--- config.mk ---
export PLATFORM = sky130hd
export DESIGN_NAME = pmou_bank
export DESIGN_NICKNAME = d
export VERILOG_FILES = /design/src/logic/pmou_pkg.sv /design/src/logic/pmou_sync.sv /design/src/logic/pmou_tick.sv /design/src/logic/pmou_bank.sv
export SDC_FILE = /design/constraint.sdc
export NUM_CORES = 1
export LEC_CHECK = 0
export BUFFER_PORTS_ARGS = -buffer_cell sky130_fd_sc_hd__buf_2
export CORE_MARGIN = 2
export CORE_UTILIZATION = 52
export DETAILED_ROUTE_END_ITERATION = 10
export HOLD_SLACK_MARGIN = 0.08
export PLACE_DENSITY = 0.76
export SYNTH_ARGS = -nofsm -noshare
export SYNTH_HDL_FRONTEND = slang
export SYNTH_SLANG_ARGS = --single-unit
--- constraint.sdc ---
create_clock -name clk_i -period 2.2 [get_ports clk_i]
set_input_delay 0.44 -clock clk_i [delete_from_list [all_inputs] [get_ports clk_i]]
set_output_delay 0.44 -clock clk_i [all_outputs]
set_load 0.01 [all_outputs]
--- src/logic/pmou_pkg.sv ---
// Purpose: constants and carriers for the power-management option bank
// Assumes: 8-bit registers on a plain strobe port, 125 MHz clock
// Notes:   offsets are the bank's byte addresses
package pmou_pkg;
    localparam logic [7:0] OFS_SPARE_5F   = 8'h5f;
    localparam logic [7:0] OFS_FAN_SPKR   = 8'h60;
    localparam logic [7:0] OFS_CPU_THERM  = 8'h61;
    localparam logic [7:0] OFS_SCI_MIRROR = 8'h62;
    localparam logic [7:0] OFS_SPARE_63   = 8'h63;
    localparam logic [7:0] OFS_SPARE_64   = 8'h64;
    localparam logic [7:0] OFS_USB_CTRL   = 8'h65;
    localparam logic [7:0] OFS_IRQ_STATUS = 8'h70;
    localparam logic [7:0] OFS_IRQ_MASK   = 8'h71;

    localparam logic [7:0] RST_SPARE_5F   = 8'h00;
    localparam logic [7:0] RST_FAN_SPKR   = 8'h00;
    localparam logic [7:0] RST_CPU_THERM  = 8'h08;
    localparam logic [7:0] RST_SPARE_63   = 8'h05;
    localparam logic [7:0] RST_SPARE_64   = 8'h05;
    localparam logic [7:0] RST_USB_CTRL   = 8'h34;

    // first options register fields
    localparam int B_ALERT_FAN = 0;
    localparam int B_HOT_FAN   = 1;
    localparam int B_FAN1_PIN  = 2;
    localparam int B_FAN2_PIN  = 3;
    localparam int B_FAN3_PIN  = 4;
    localparam int B_SPKR_PIN  = 5;
    localparam int B_FAN0_PIN  = 6;
    // second options register fields
    localparam int B_FW_SPARE  = 0;
    localparam int B_IOAPIC_HS = 1;
    localparam int B_BM_MON    = 2;
    localparam int B_USE_PROCESSOR_RESET_OUT = 3;
    localparam int B_HOT_STS   = 4;
    localparam int B_USB_WAKE  = 6;
    // usb control fields
    localparam int B_PHY_PDN   = 0;
    localparam int B_RES_WAKE  = 2;
    localparam int B_SOFT_RST  = 4;
    localparam int B_DEEP_RST  = 5;
    localparam int B_CONN_WAKE = 6;
    localparam int B_TICK_SEL  = 7;
    // interrupt status fields
    localparam int I_THERM_WARN = 0;
    localparam int I_BM_ACT     = 1;
    localparam int I_WAKE       = 2;
    localparam int IRQ_BITS     = 3;

    // sequencing ticks
    localparam int CLK_PERIOD_PS  = 8000;
    localparam int TICK_FAST_NS   = 8000;
    localparam int TICK_SLOW_US   = 1000;
    localparam int TICK_FAST_CYC  = TICK_FAST_NS * 1000 / CLK_PERIOD_PS;
    localparam int TICK_SLOW_CYC  = TICK_SLOW_US * 1000000 / CLK_PERIOD_PS;
    localparam int TICK_W         = 17;

    typedef struct packed {
        logic [7:0] addr;
        logic [7:0] wdata;
        logic       wr;
        logic       rd;
    } pmou_req_s;

    typedef struct packed {
        logic thermal_alert;
        logic processor_hot;
        logic bus_master_request;
        logic sb_bus_master;
        logic usb_resume;
        logic usb_connect;
        logic deep_resume;
        logic soft_bus_reset;
        logic system_reset;
        logic sci;
    } pmou_evt_s;
endpackage

--- src/logic/pmou_sync.sv ---
// Purpose: two-flop synchroniser for a bundle of pin levels
// Assumes: inputs are asynchronous levels
// Notes:   first stage is read only by the second
`timescale 1ns/10ps
module pmou_sync #(
    parameter int W = 1
) (
    input  wire logic         clk_i,
    input  wire logic         reset_n_i,
    input  wire logic [W-1:0] async_i,
    output logic      [W-1:0] sync_o
);
    logic [W-1:0] meta;

    // double flop against metastability
    always_ff @(posedge clk_i or negedge reset_n_i)
    begin
        if (!reset_n_i)
        begin
            meta   <= '0;
            sync_o <= '0;
        end
        else
        begin
            meta   <= async_i;
            sync_o <= meta;
        end
    end
endmodule

--- src/logic/pmou_tick.sv ---
// Purpose: sleep-to-working sequencing tick generator
// Assumes: 125 MHz clock
// Notes:   one-cycle enable pulse, period chosen by slow_i
`timescale 1ns/10ps
module pmou_tick
    import pmou_pkg::*;
#(
    parameter int SLOW_CYC = TICK_SLOW_CYC
) (
    input  wire logic clk_i,
    input  wire logic reset_n_i,
    input  wire logic slow_i,
    output logic      tick_o
);
    logic [TICK_W-1:0] count;
    logic [TICK_W-1:0] limit;

    // the period switch acts at once; a count at or past the new limit wraps and ticks on the next cycle
    assign limit = slow_i ? TICK_W'(SLOW_CYC - 1) : TICK_W'(TICK_FAST_CYC - 1);

    always_ff @(posedge clk_i or negedge reset_n_i)
    begin
        if (!reset_n_i)
        begin
            count  <= '0;
            tick_o <= 1'b0;
        end
        else if (count >= limit)
        begin
            count  <= '0;
            tick_o <= 1'b1;
        end
        else
        begin
            count  <= count + TICK_W'(1);
            tick_o <= 1'b0;
        end
    end
endmodule

--- src/logic/pmou_bank.sv ---
// Purpose: power-management option register bank with fan, pin, reset
//          and usb sleep/wake controls
// Assumes: pins pass two flops here; strobe port on the same clock
// Notes:   read data stand one cycle after the read strobe
`timescale 1ns/10ps
module pmou_bank
    import pmou_pkg::*;
#(
    parameter int SLOW_CYC = TICK_SLOW_CYC
) (
    input  wire logic              clk_i,
    input  wire logic              reset_n_i,
    input  wire pmou_pkg::pmou_req_s req_i,
    output logic [7:0]             rdata_o,
    input  wire pmou_pkg::pmou_evt_s pins_i,
    input  wire logic              sleep_s3_i,
    input  wire logic              sleep_deep_i,
    input  wire logic              wake_seq_i,
    input  wire logic              ioapic_irq_i,
    input  wire logic [3:0]        gpio_fan_in_i,
    input  wire logic              gpio_spkr_in_i,
    input  wire logic              fan_pwm_i,
    input  wire logic              speaker_i,
    output logic [3:0]             fan_pin_o,
    output logic                   spkr_pin_o,
    output logic                   ioapic_handshake_o,
    output logic                   bus_master_activity_o,
    output logic                   processor_reset_out_o,
    output logic                   processor_init_o,
    output logic                   thermal_warning_status_o,
    output logic                   throttle_o,
    output logic                   usb_phy_powerdown_o,
    output logic                   usb_reset_o,
    output logic                   wake_o,
    output logic                   wake_tick_o,
    output logic                   irq_o
);
    logic [7:0] spare_5f;
    logic [7:0] fan_spkr;
    logic [7:0] cpu_therm;
    logic [7:0] spare_63;
    logic [7:0] spare_64;
    logic [7:0] usb_ctrl;
    logic [IRQ_BITS-1:0] irq_status;
    logic [IRQ_BITS-1:0] irq_mask;
    logic [IRQ_BITS-1:0] irq_event;
    logic [$bits(pmou_evt_s)-1:0] pins_raw;
    pmou_evt_s  pin;
    logic       full_fan;
    logic       warn_set;
    logic       bm_act;
    logic       wake_req;
    logic       tick;
    logic [7:0] next_rdata;

    function automatic logic hit(input pmou_req_s r, input logic [7:0] ofs);
        hit = r.wr && (r.addr == ofs);
    endfunction

    // every pin level crosses two flops before use
    pmou_sync #(.W($bits(pmou_evt_s))) u_sync (
        .clk_i     (clk_i),
        .reset_n_i (reset_n_i),
        .async_i   (pins_i),
        .sync_o    (pins_raw)
    );
    assign pin = pmou_evt_s'(pins_raw);

    pmou_tick #(.SLOW_CYC(SLOW_CYC)) u_tick (
        .clk_i     (clk_i),
        .reset_n_i (reset_n_i),
        .slow_i    (usb_ctrl[B_TICK_SEL]),
        .tick_o    (tick)
    );

    // option registers; reserved bits kept as storage for readback
    always_ff @(posedge clk_i or negedge reset_n_i)
    begin
        if (!reset_n_i)
        begin
            spare_5f  <= RST_SPARE_5F;
            fan_spkr  <= RST_FAN_SPKR;
            cpu_therm <= RST_CPU_THERM;
            spare_63  <= RST_SPARE_63;
            spare_64  <= RST_SPARE_64;
            usb_ctrl  <= RST_USB_CTRL;
        end
        else
        begin
            if (hit(req_i, OFS_SPARE_5F))
                spare_5f <= req_i.wdata;
            if (hit(req_i, OFS_FAN_SPKR))
                fan_spkr <= req_i.wdata;
            if (hit(req_i, OFS_CPU_THERM))
                cpu_therm <= req_i.wdata;
            if (hit(req_i, OFS_SPARE_63))
                spare_63 <= req_i.wdata;
            if (hit(req_i, OFS_SPARE_64))
                spare_64 <= req_i.wdata;
            if (hit(req_i, OFS_USB_CTRL))
                usb_ctrl <= req_i.wdata;
        end
    end

    // readback mux; unmapped offsets read zero
    always_comb
    begin
        next_rdata = 8'h00;
        unique case (req_i.addr)
            OFS_SPARE_5F:   next_rdata = spare_5f;
            OFS_FAN_SPKR:   next_rdata = fan_spkr;
            OFS_CPU_THERM:  next_rdata = cpu_therm;
            OFS_SCI_MIRROR: next_rdata = {7'h00, pin.sci};
            OFS_SPARE_63:   next_rdata = spare_63;
            OFS_SPARE_64:   next_rdata = spare_64;
            OFS_USB_CTRL:   next_rdata = usb_ctrl;
            OFS_IRQ_STATUS: next_rdata = {5'h00, irq_status};
            OFS_IRQ_MASK:   next_rdata = {5'h00, irq_mask};
            default:        next_rdata = 8'h00;
        endcase
    end

    // data stand only in the cycle after the strobe
    always_ff @(posedge clk_i or negedge reset_n_i)
    begin
        if (!reset_n_i)
            rdata_o <= 8'h00;
        else if (req_i.rd)
            rdata_o <= next_rdata;
        else
            rdata_o <= 8'h00;
    end

    // fan override and pin muxing
    assign full_fan = (fan_spkr[B_ALERT_FAN] && pin.thermal_alert)
                   || (fan_spkr[B_HOT_FAN] && pin.processor_hot);

    always_ff @(posedge clk_i or negedge reset_n_i)
    begin
        if (!reset_n_i)
        begin
            fan_pin_o  <= 4'h0;
            spkr_pin_o <= 1'b0;
        end
        else
        begin
            // pins not handed over keep their gpio drive
            fan_pin_o[0] <= fan_spkr[B_FAN0_PIN]
                ? (full_fan | fan_pwm_i) : gpio_fan_in_i[0];
            fan_pin_o[1] <= fan_spkr[B_FAN1_PIN]
                ? (full_fan | fan_pwm_i) : gpio_fan_in_i[1];
            fan_pin_o[2] <= fan_spkr[B_FAN2_PIN]
                ? (full_fan | fan_pwm_i) : gpio_fan_in_i[2];
            fan_pin_o[3] <= fan_spkr[B_FAN3_PIN]
                ? (full_fan | fan_pwm_i) : gpio_fan_in_i[3];
            spkr_pin_o   <= fan_spkr[B_SPKR_PIN]
                ? speaker_i : gpio_spkr_in_i;
        end
    end

    // cpu-side controls
    assign warn_set = cpu_therm[B_HOT_STS] && pin.processor_hot;
    assign bm_act   = cpu_therm[B_BM_MON]
                   && (pin.bus_master_request || pin.sb_bus_master);

    always_ff @(posedge clk_i or negedge reset_n_i)
    begin
        if (!reset_n_i)
        begin
            ioapic_handshake_o    <= 1'b0;
            bus_master_activity_o <= 1'b0;
            processor_reset_out_o <= 1'b0;
            processor_init_o      <= 1'b0;
            throttle_o            <= 1'b0;
        end
        else
        begin
            ioapic_handshake_o <= cpu_therm[B_IOAPIC_HS]
                && ioapic_irq_i;
            bus_master_activity_o <= bm_act;
            processor_reset_out_o <= pin.system_reset
                && cpu_therm[B_USE_PROCESSOR_RESET_OUT];
            processor_init_o <= pin.system_reset
                && !cpu_therm[B_USE_PROCESSOR_RESET_OUT];
            throttle_o <= warn_set;
        end
    end

    // usb sleep, wake and reset controls
    assign wake_req =
        (usb_ctrl[B_RES_WAKE] && sleep_s3_i && pin.usb_resume)
     || (usb_ctrl[B_CONN_WAKE] && pin.usb_connect)
     || (!usb_ctrl[B_PHY_PDN] && sleep_deep_i && pin.usb_resume);

    always_ff @(posedge clk_i or negedge reset_n_i)
    begin
        if (!reset_n_i)
        begin
            usb_phy_powerdown_o <= 1'b0;
            usb_reset_o         <= 1'b0;
            wake_o              <= 1'b0;
            wake_tick_o         <= 1'b0;
        end
        else
        begin
            usb_phy_powerdown_o <= usb_ctrl[B_PHY_PDN]
                && sleep_deep_i;
            usb_reset_o <= (usb_ctrl[B_SOFT_RST] && pin.soft_bus_reset)
                || (usb_ctrl[B_DEEP_RST] && pin.deep_resume);
            wake_o      <= wake_req;
            wake_tick_o <= wake_seq_i && tick;
        end
    end

    // sticky event flags; a new event beats the write-one clear
    assign irq_event = {wake_req, bm_act, warn_set};

    always_ff @(posedge clk_i or negedge reset_n_i)
    begin
        if (!reset_n_i)
        begin
            irq_status <= '0;
            irq_mask   <= '0;
        end
        else
        begin
            if (hit(req_i, OFS_IRQ_MASK))
                irq_mask <= req_i.wdata[IRQ_BITS-1:0];
            irq_status <= (irq_status
                & ~(hit(req_i, OFS_IRQ_STATUS)
                    ? req_i.wdata[IRQ_BITS-1:0] : '0))
                | irq_event;
        end
    end

    always_ff @(posedge clk_i or negedge reset_n_i)
    begin
        if (!reset_n_i)
        begin
            irq_o                    <= 1'b0;
            thermal_warning_status_o <= 1'b0;
        end
        else
        begin
            irq_o <= |(irq_status & irq_mask);
            thermal_warning_status_o <= irq_status[I_THERM_WARN]
                | warn_set;
        end
    end

    // checks
    chk_full_fan_alert: assert property (
        @(posedge clk_i) disable iff (!reset_n_i)
        (fan_spkr[B_ALERT_FAN] && fan_spkr[B_FAN0_PIN] && pin.thermal_alert)
        |=> fan_pin_o[0])
        else $error("fan 0 not full on thermal alert");
    chk_full_fan_hot: assert property (
        @(posedge clk_i) disable iff (!reset_n_i)
        (fan_spkr[B_HOT_FAN] && fan_spkr[B_FAN1_PIN] && pin.processor_hot)
        |=> fan_pin_o[1])
        else $error("fan 1 not full on processor hot");
    chk_gpio_kept: assert property (
        @(posedge clk_i) disable iff (!reset_n_i)
        !fan_spkr[B_FAN2_PIN] |=> fan_pin_o[2] == $past(gpio_fan_in_i[2]))
        else $error("fan 2 pin lost gpio function");
    chk_spkr_route: assert property (
        @(posedge clk_i) disable iff (!reset_n_i)
        fan_spkr[B_SPKR_PIN] |=> spkr_pin_o == $past(speaker_i))
        else $error("speaker not routed");
    chk_reset_select: assert property (
        @(posedge clk_i) disable iff (!reset_n_i)
        pin.system_reset |=> (processor_reset_out_o != processor_init_o))
        else $error("reset and init both or neither");
    chk_warn_status: assert property (
        @(posedge clk_i) disable iff (!reset_n_i)
        warn_set |=> thermal_warning_status_o && throttle_o)
        else $error("thermal warning not raised");
    chk_no_hot_warn: assert property (
        @(posedge clk_i) disable iff (!reset_n_i)
        !cpu_therm[B_HOT_STS] |=> !throttle_o)
        else $error("throttle without enable");
    chk_usb_soft_rst: assert property (
        @(posedge clk_i) disable iff (!reset_n_i)
        (usb_ctrl[B_SOFT_RST] && pin.soft_bus_reset) |=> usb_reset_o)
        else $error("usb not reset by soft bus reset");
    chk_phy_pdn: assert property (
        @(posedge clk_i) disable iff (!reset_n_i)
        (!usb_ctrl[B_PHY_PDN]) |=> !usb_phy_powerdown_o)
        else $error("phy powered down while disabled");
    chk_readback: assert property (
        @(posedge clk_i) disable iff (!reset_n_i)
        (req_i.wr && req_i.addr == OFS_USB_CTRL)
        ##1 (req_i.rd && req_i.addr == OFS_USB_CTRL && !req_i.wr)
        |=> rdata_o == $past(req_i.wdata, 2))
        else $error("usb control readback wrong");
    chk_tick_fast: assert property (
        @(posedge clk_i) disable iff (!reset_n_i)
        $rose(tick) && !usb_ctrl[B_TICK_SEL] |=> !tick [*8])
        else $error("fast tick too frequent");
    chk_hs_gate: assert property (
        @(posedge clk_i) disable iff (!reset_n_i)
        !cpu_therm[B_IOAPIC_HS] |=> !ioapic_handshake_o)
        else $error("handshake without enable");
    chk_bm_request: assert property (
        @(posedge clk_i) disable iff (!reset_n_i)
        (cpu_therm[B_BM_MON] && pin.bus_master_request)
        |=> bus_master_activity_o)
        else $error("bus master request not seen as activity");
    chk_warn_sticky: assert property (
        @(posedge clk_i) disable iff (!reset_n_i)
        warn_set |=> irq_status[I_THERM_WARN])
        else $error("thermal warning status lost to clear");
    chk_hib_wake_block: assert property (
        @(posedge clk_i) disable iff (!reset_n_i)
        (usb_ctrl[B_PHY_PDN] && !usb_ctrl[B_CONN_WAKE] && !sleep_s3_i)
        |=> !wake_o)
        else $error("hibernate wake while phy power-down set");
    chk_resume_wake: assert property (
        @(posedge clk_i) disable iff (!reset_n_i)
        (usb_ctrl[B_RES_WAKE] && sleep_s3_i && pin.usb_resume) |=> wake_o)
        else $error("usb resume did not wake from suspend");
    chk_deep_reset: assert property (
        @(posedge clk_i) disable iff (!reset_n_i)
        (usb_ctrl[B_DEEP_RST] && pin.deep_resume) |=> usb_reset_o)
        else $error("usb not reset on deep resume");

    cov_full_fan: cover property (@(posedge clk_i) full_fan);
    cov_irq: cover property (@(posedge clk_i) irq_o);
    cov_wake: cover property (@(posedge clk_i) wake_o);
    cov_init: cover property (@(posedge clk_i) processor_init_o);
endmodule

======== Word level (Yosys, flattened, before mapping) ========
Index checks and enable logic that the tools add are counted.
storage, ports and cells
  bits in registers ....................... 116
  latch bits .............................. 0
  memory bits (writable) .................. 0
  memory bits (read-only) ................. 0
  bits of input ports ..................... 41
  output and inout port bits .............. 24
  logic and storage cells ................. 86
  memories kept ........................... 0
cells by class
  add/subtract/negate cells ............... 1
  multipliers ............................. 0
  div/mod/pow operators ................... 0
  order comparisons ....................... 1
  equality and inequality tests ........... 9
  shift operators ......................... 0
  mux-type cells .......................... 11
  bitwise logic cells ..................... 6
  reductions and logical operators ........ 32
operators by type and width
  cell                     count
  $eq A8 B7 Y1 const B     9
  $pmux W8 S9              1
  $mux W17                 2
  $logic_and A1 B1 Y1      24
  $add A17 B1 Y17 const B  1
  $ge A17 B17 Y1           1
  $mux W8                  1
  $and A3 B3 Y3            2
  $mux W1                  6
  $logic_or A1 B1 Y1       5
  $mux W3                  1
  $not A3 Y3               1
  $or A3 B3 Y3             1
  $reduce_or A3 Y1         1
  $logic_not A1 Y1         2
  $or A1 B1 Y1             2

======== Depth between registers and ports, before layout ========
  depth in word-level cells ............... 6
  gate-level depth with buffers ........... 8
  depth with buffers taken out ............ 6

======== Hierarchy ========
From an unflattened synthesis, not the netlist that was laid out.
second synthesis, totals
  cell total of the unflattened synthesis .. 392
  area, all modules ....................... 5,112.4 um^2
by module, submodules not included
  module     times used  cells an instance  area each (um^2)
  pmou_bank  1           257                3,482.1
  pmou_tick  1           115                1,129.8
  pmou_sync  1           20                 500.5

======== Worst setup path before layout ========
No wires, ideal clock.
  kind .................................... reg2reg
  start point ............................. register usb_ctrl[7]
  end point ............................... register u_tick.count[10]
  setup time .............................. 0.136 ns
  arrival ................................. 2.175 ns
  path slack .............................. -0.111 ns
  stages on the path, launching flop included .. 8
  buffers on the path ..................... 1
  clock period less this slack ............ 2.311 ns
  path through ............................ dfrtp_1 inv_1 ha_1 o2111ai_1 or4_1 a31oi_1 clkbuf_1 nor3_1
on the way
  cells in the longest elaborated chain, start to end .. 3
ends and longest elaborated chain
  item                    RTL line          source
  start, declared         pmou_bank.sv:43   logic [7:0] usb_ctrl;
  start signal, assigned  pmou_bank.sv:101  usb_ctrl <= req_i.wdata;
  $mux W17                pmou_tick.sv:19   assign limit = slow_i ? TICK_W'(SLOW_CYC - 1) : TICK_W'(TICK_FAST_CYC - 1);
  $ge A17 B17 Y1          pmou_tick.sv:28   else if (count >= limit)
  $mux W17                pmou_tick.sv:28
  end signal, assigned    pmou_tick.sv:35   count <= count + TICK_W'(1);
  end, declared           pmou_tick.sv:15   logic [TICK_W-1:0] count;
Every way passes these cells.
A chain may end at the register's enable or synchronous reset.

======== Worst setup path in the final report ========
  start point ............................. register usb_ctrl[7]
  end point ............................... register u_tick.count[7]
Same word-level chain as after synthesis.

==> flow_summary.yaml <==
power:
  combPwrFrac_pct: 5.9
  seq_power_share_pct: 43.0
  internal_power_uw: 4130
  power.share.clock_pct: 51.1
  netSwitchingPower_uw: 1220
  p_per_area_nw_per_um2: 849
  switching_share_pct: 22.8
  vdd_drop_max_mv: 0.654
  power.leakage_uw: 0.00297
yosys:
  syn_nets: 430
  ys_seq_area_share_pct: 59.3
  synth_warnings: 0
  synth-seq-cells: 116
  syn_area_per_cell_sq_um: 13.0
  synth_edf_count: 0
  synth.distinct_cells: 51
  syn_inst: 379
  synth-main-ff-cell: "dfrtp_1"
  netlist_area_sq_um: 4920
  synthArstFlopShare_pct: 100
setup_path:
  crit_path_start: "usb_ctrl[7]$_DFFE_PN0P_"
  endpoint_kind: "register"
  ff2ff_path_depth: 7
  r2r_end: "u_tick.count[7]$_DFF_PN0_"
  rr_startpoint: "usb_ctrl[7]$_DFFE_PN0P_"
  critical-path-max-stage-delay_ns: 0.44
  crit_family: "compound AO/OA/AOI/OAI gates"
  crit_end: "u_tick.count[7]$_DFF_PN0_"
  path_depth: 7
  critPathLaunchType: "register"
  cpMaxStageDelayCell: "a211o_1"
  crit_type: "reg2reg"
  crit_fanout: 13
  path_cells: "inv_1, ha_1, o2111ai_1, a21oi_1, a211o_1, buf_4, nor3_1"
  arrival_ns: 2.43
  path_buf_inv: 2
  rrSetupSlack_ns: 0.20
  required_ns: 2.63
timing:
  fin_ws_ns: 0.196
  finalHoldViolCount: 0
  tightestPinTransition_ns: 0.633
  setup_tns_ns: 0
  finalCritPeriodShare_pct: 91.1
  finClkSkew_ns: 0.00715
  period_needed_ns: 2.00
  slew_headroom_pct: 57.7
  rsz0062_at_grt: "false"
  fmax_ghz: 0.499
  finalSetupViolCount: 0
  slew_violations: 0
route:
  via_per_inst: 5.86
  wl_per_cell_um: 18.1
  vias: 3604
  ant_nets: 0
  wl_mm: 11.1
  drtPass1Iterations: 5
  route.detailed.drc: 0
  drt-initial-drc-count: 209
clocking:
  clockBufferDepth: 2
  post-cts-setup-buffers: 0
  path_clk_slew_ns: 0.06
  cts_buffers: 17
  cts_root_buffer: "clkbuf_8"
  clock-sinks: 116
  htree_num_levels: 4
  cts_tree: "built"
  clock_latency_ns: 0.51
floorplanning:
  die_w_um: 101
  io_pins: 65
  core-area_sq_um: 9200
  start_util_pct: 53.5
  die_h_um: 101
  rows: 35
  dieArea_sq_um: 10200
placement:
  portBuffers: 64
  hpwl_mm: 7.78
  place.gp.congestion: 0.864
  place_ws_ns: -0.0593
cells_and_area:
  drive_above_1_share_pct: 38.7
  num-nets-final: 542
  synthToLayoutAreaGrowth_pct: 28.0
  antenna_cells: 0
  fillers: 648
worst_hold_path:
  hold_depth: 2
  hold_class: "in2reg"
status:
  status: "complete, no violations"
global_routing:
  grt_use_total_pct: 23.3
  grt_first_pass_wirelength_mm: 18.2
  grt_pass1_vias: 3535
  antenna_found_initial: 0
  grt-ovfl-total: 0
  grt_max_degree: 48
job:
  max_cap_violations: 0
registers in the layout (all words and copies together) (netlist names), 3 cells and up:
name           count
spare_5f           8
fan_spkr           8
u_sync.sync_o     10
spare_63           8
spare_64           8
irq_status         3
usb_ctrl           8
cpu_therm          8
fan_pin_o          4
u_sync.meta       10
rdata_o            8
irq_mask           3
u_tick.count      17
power groups by stage:
stage          registers [uW]  clock network, uW  logic [uW]
2_1_floorplan            2320                  0         131
3_3_place_gp             2330                  0         295
3_5_place_dp             2330                  0         304
4_1_cts                  2290               2770         320
5_1_grt                  2310               2870         351
6_report                 2300               2730         318
cell usage after synthesis (3+ instances only):
cell | number | area share [%]
dfrtp_1 | 108 | 55
mux2_2 | 52 | 12
nor3_1 | 15 | 1.5
a21oi_1 | 13 | 1.3
nand2_1 | 13 | 0.99
a22oi_1 | 10 | 1.5
ha_1 | 10 | 2.5
inv_1 | 9 | 0.69
nand3_1 | 9 | 0.92
and2_1 | 8 | 1.0
clkbuf_1 | 8 | 0.61
dfstp_2 | 8 | 4.3
nand4_1 | 8 | 1.0
mux2i_1 | 7 | 1.4
nor2_1 | 7 | 0.53
a211oi_1 | 6 | 0.92
o21ai_0 | 6 | 0.61
nor3b_1 | 5 | 0.76
nor4_1 | 5 | 0.64
o2bb2ai_1 | 5 | 0.89
or3_1 | 5 | 0.64
xnor2_1 | 5 | 0.89
xor2_1 | 5 | 0.89
a21o_1 | 4 | 0.61
buf_2 | 4 | 0.41
a32oi_1 | 3 | 0.53
and3_1 | 3 | 0.38
nor2_2 | 3 | 0.38
o32ai_1 | 3 | 0.53
or4_1 | 3 | 0.46
worst register-to-register path: cells and delay by family (launching register included):
kind	cells	cell delay [ns]
adders and majority gates	1	0.26
DFF	1	0.38
AOI/OAI and AO/OA	3	0.74
and+or+nand+nor	1	0.18
buffers and inverters	2	0.37
layout make-up:
cell class                      instances  area, sq um  share of cell area, %
Sequential cell                       116         2910                   46.3
Clock buffer                           18          418                   6.64
Tap cell                              111          139                   2.21
Multi-Input combinational cell        241         1920                   30.5
Clock inverter                         14          178                   2.82
Inverter                                9         33.8                  0.537
Timing Repair Buffer                  106          691                   11.0
cells by family after synthesis:
family                   Yosys count  synth area share [%]
adder cells (fa/ha/maj)           10                  2.55
buffers and inverters             22                  1.81
XOR/XNOR                          10                  1.78
AO/OA/AOI/OAI                     66                  9.54
flip-flops                       116                  59.3
AND/OR/NAND/NOR                   95                  11.3
multiplexers                      60                  13.8
stage by stage:
stage                     cell area, sq um  hold WS, ns  utilization (%)  std cells  power, uW
after floorplan                       4920        0.144                -        379       2450
after CTS                             6290        0.123             68.4        615       5390
after detailed placement              5590        0.335             60.7        572       2630
final                                 6290        0.140             68.4        615       5340
after global placement                5590        0.332             60.7        572       2620
after global routing                  6290        0.138             68.4        615       5530
metal layers:
metal	share of wire [%]	global-route usage [%]	vias to the layer above	routed length, um
li1	-	-	1649	-
met1	45	32.9	1793	4990
met2	46	34.8	140	5140
met3	6.9	6.42	22	763
met4	1.9	8.52	0	213
met5	0	0	-	0
placed cells by master, fill, tap and decap left out, drive strengths merged, types with 11 or more instances in the layout:
cell,count
dfrtp,108
buf,95
mux2,52
clkbuf,18
nor3,17
a21oi,13
nand2,13
inv,12
dlygate4sd3,11
repair_timing:
| action | CTS | global route |
|---|---|---|
| endpoints found under the hold margin | 36 | 0 |
| endpoints found under the setup margin | 0 | 0 |
| gates resized for setup | 0 | 0 |
| hold buffers | 11 | 0 |
how the worst min path moves through the flow:
stage                                      endpoint  slack (ns)                      from
floorplan           bus_master_activity_o$_DFF_PN0_        0.14                 reset_n_i
global placement         u_sync.sync_o[6]$_DFF_PN0_        0.33  u_sync.meta[6]$_DFF_PN0_
CTS                    ioapic_handshake_o$_DFF_PN0_        0.12              ioapic_irq_i
global route                  wake_tick_o$_DFF_PN0_        0.14                wake_seq_i
finish                 ioapic_handshake_o$_DFF_PN0_        0.14              ioapic_irq_i
detailed placement       u_sync.sync_o[2]$_DFF_PN0_        0.33  u_sync.meta[2]$_DFF_PN0_
(Power assumes the default switching activity.)
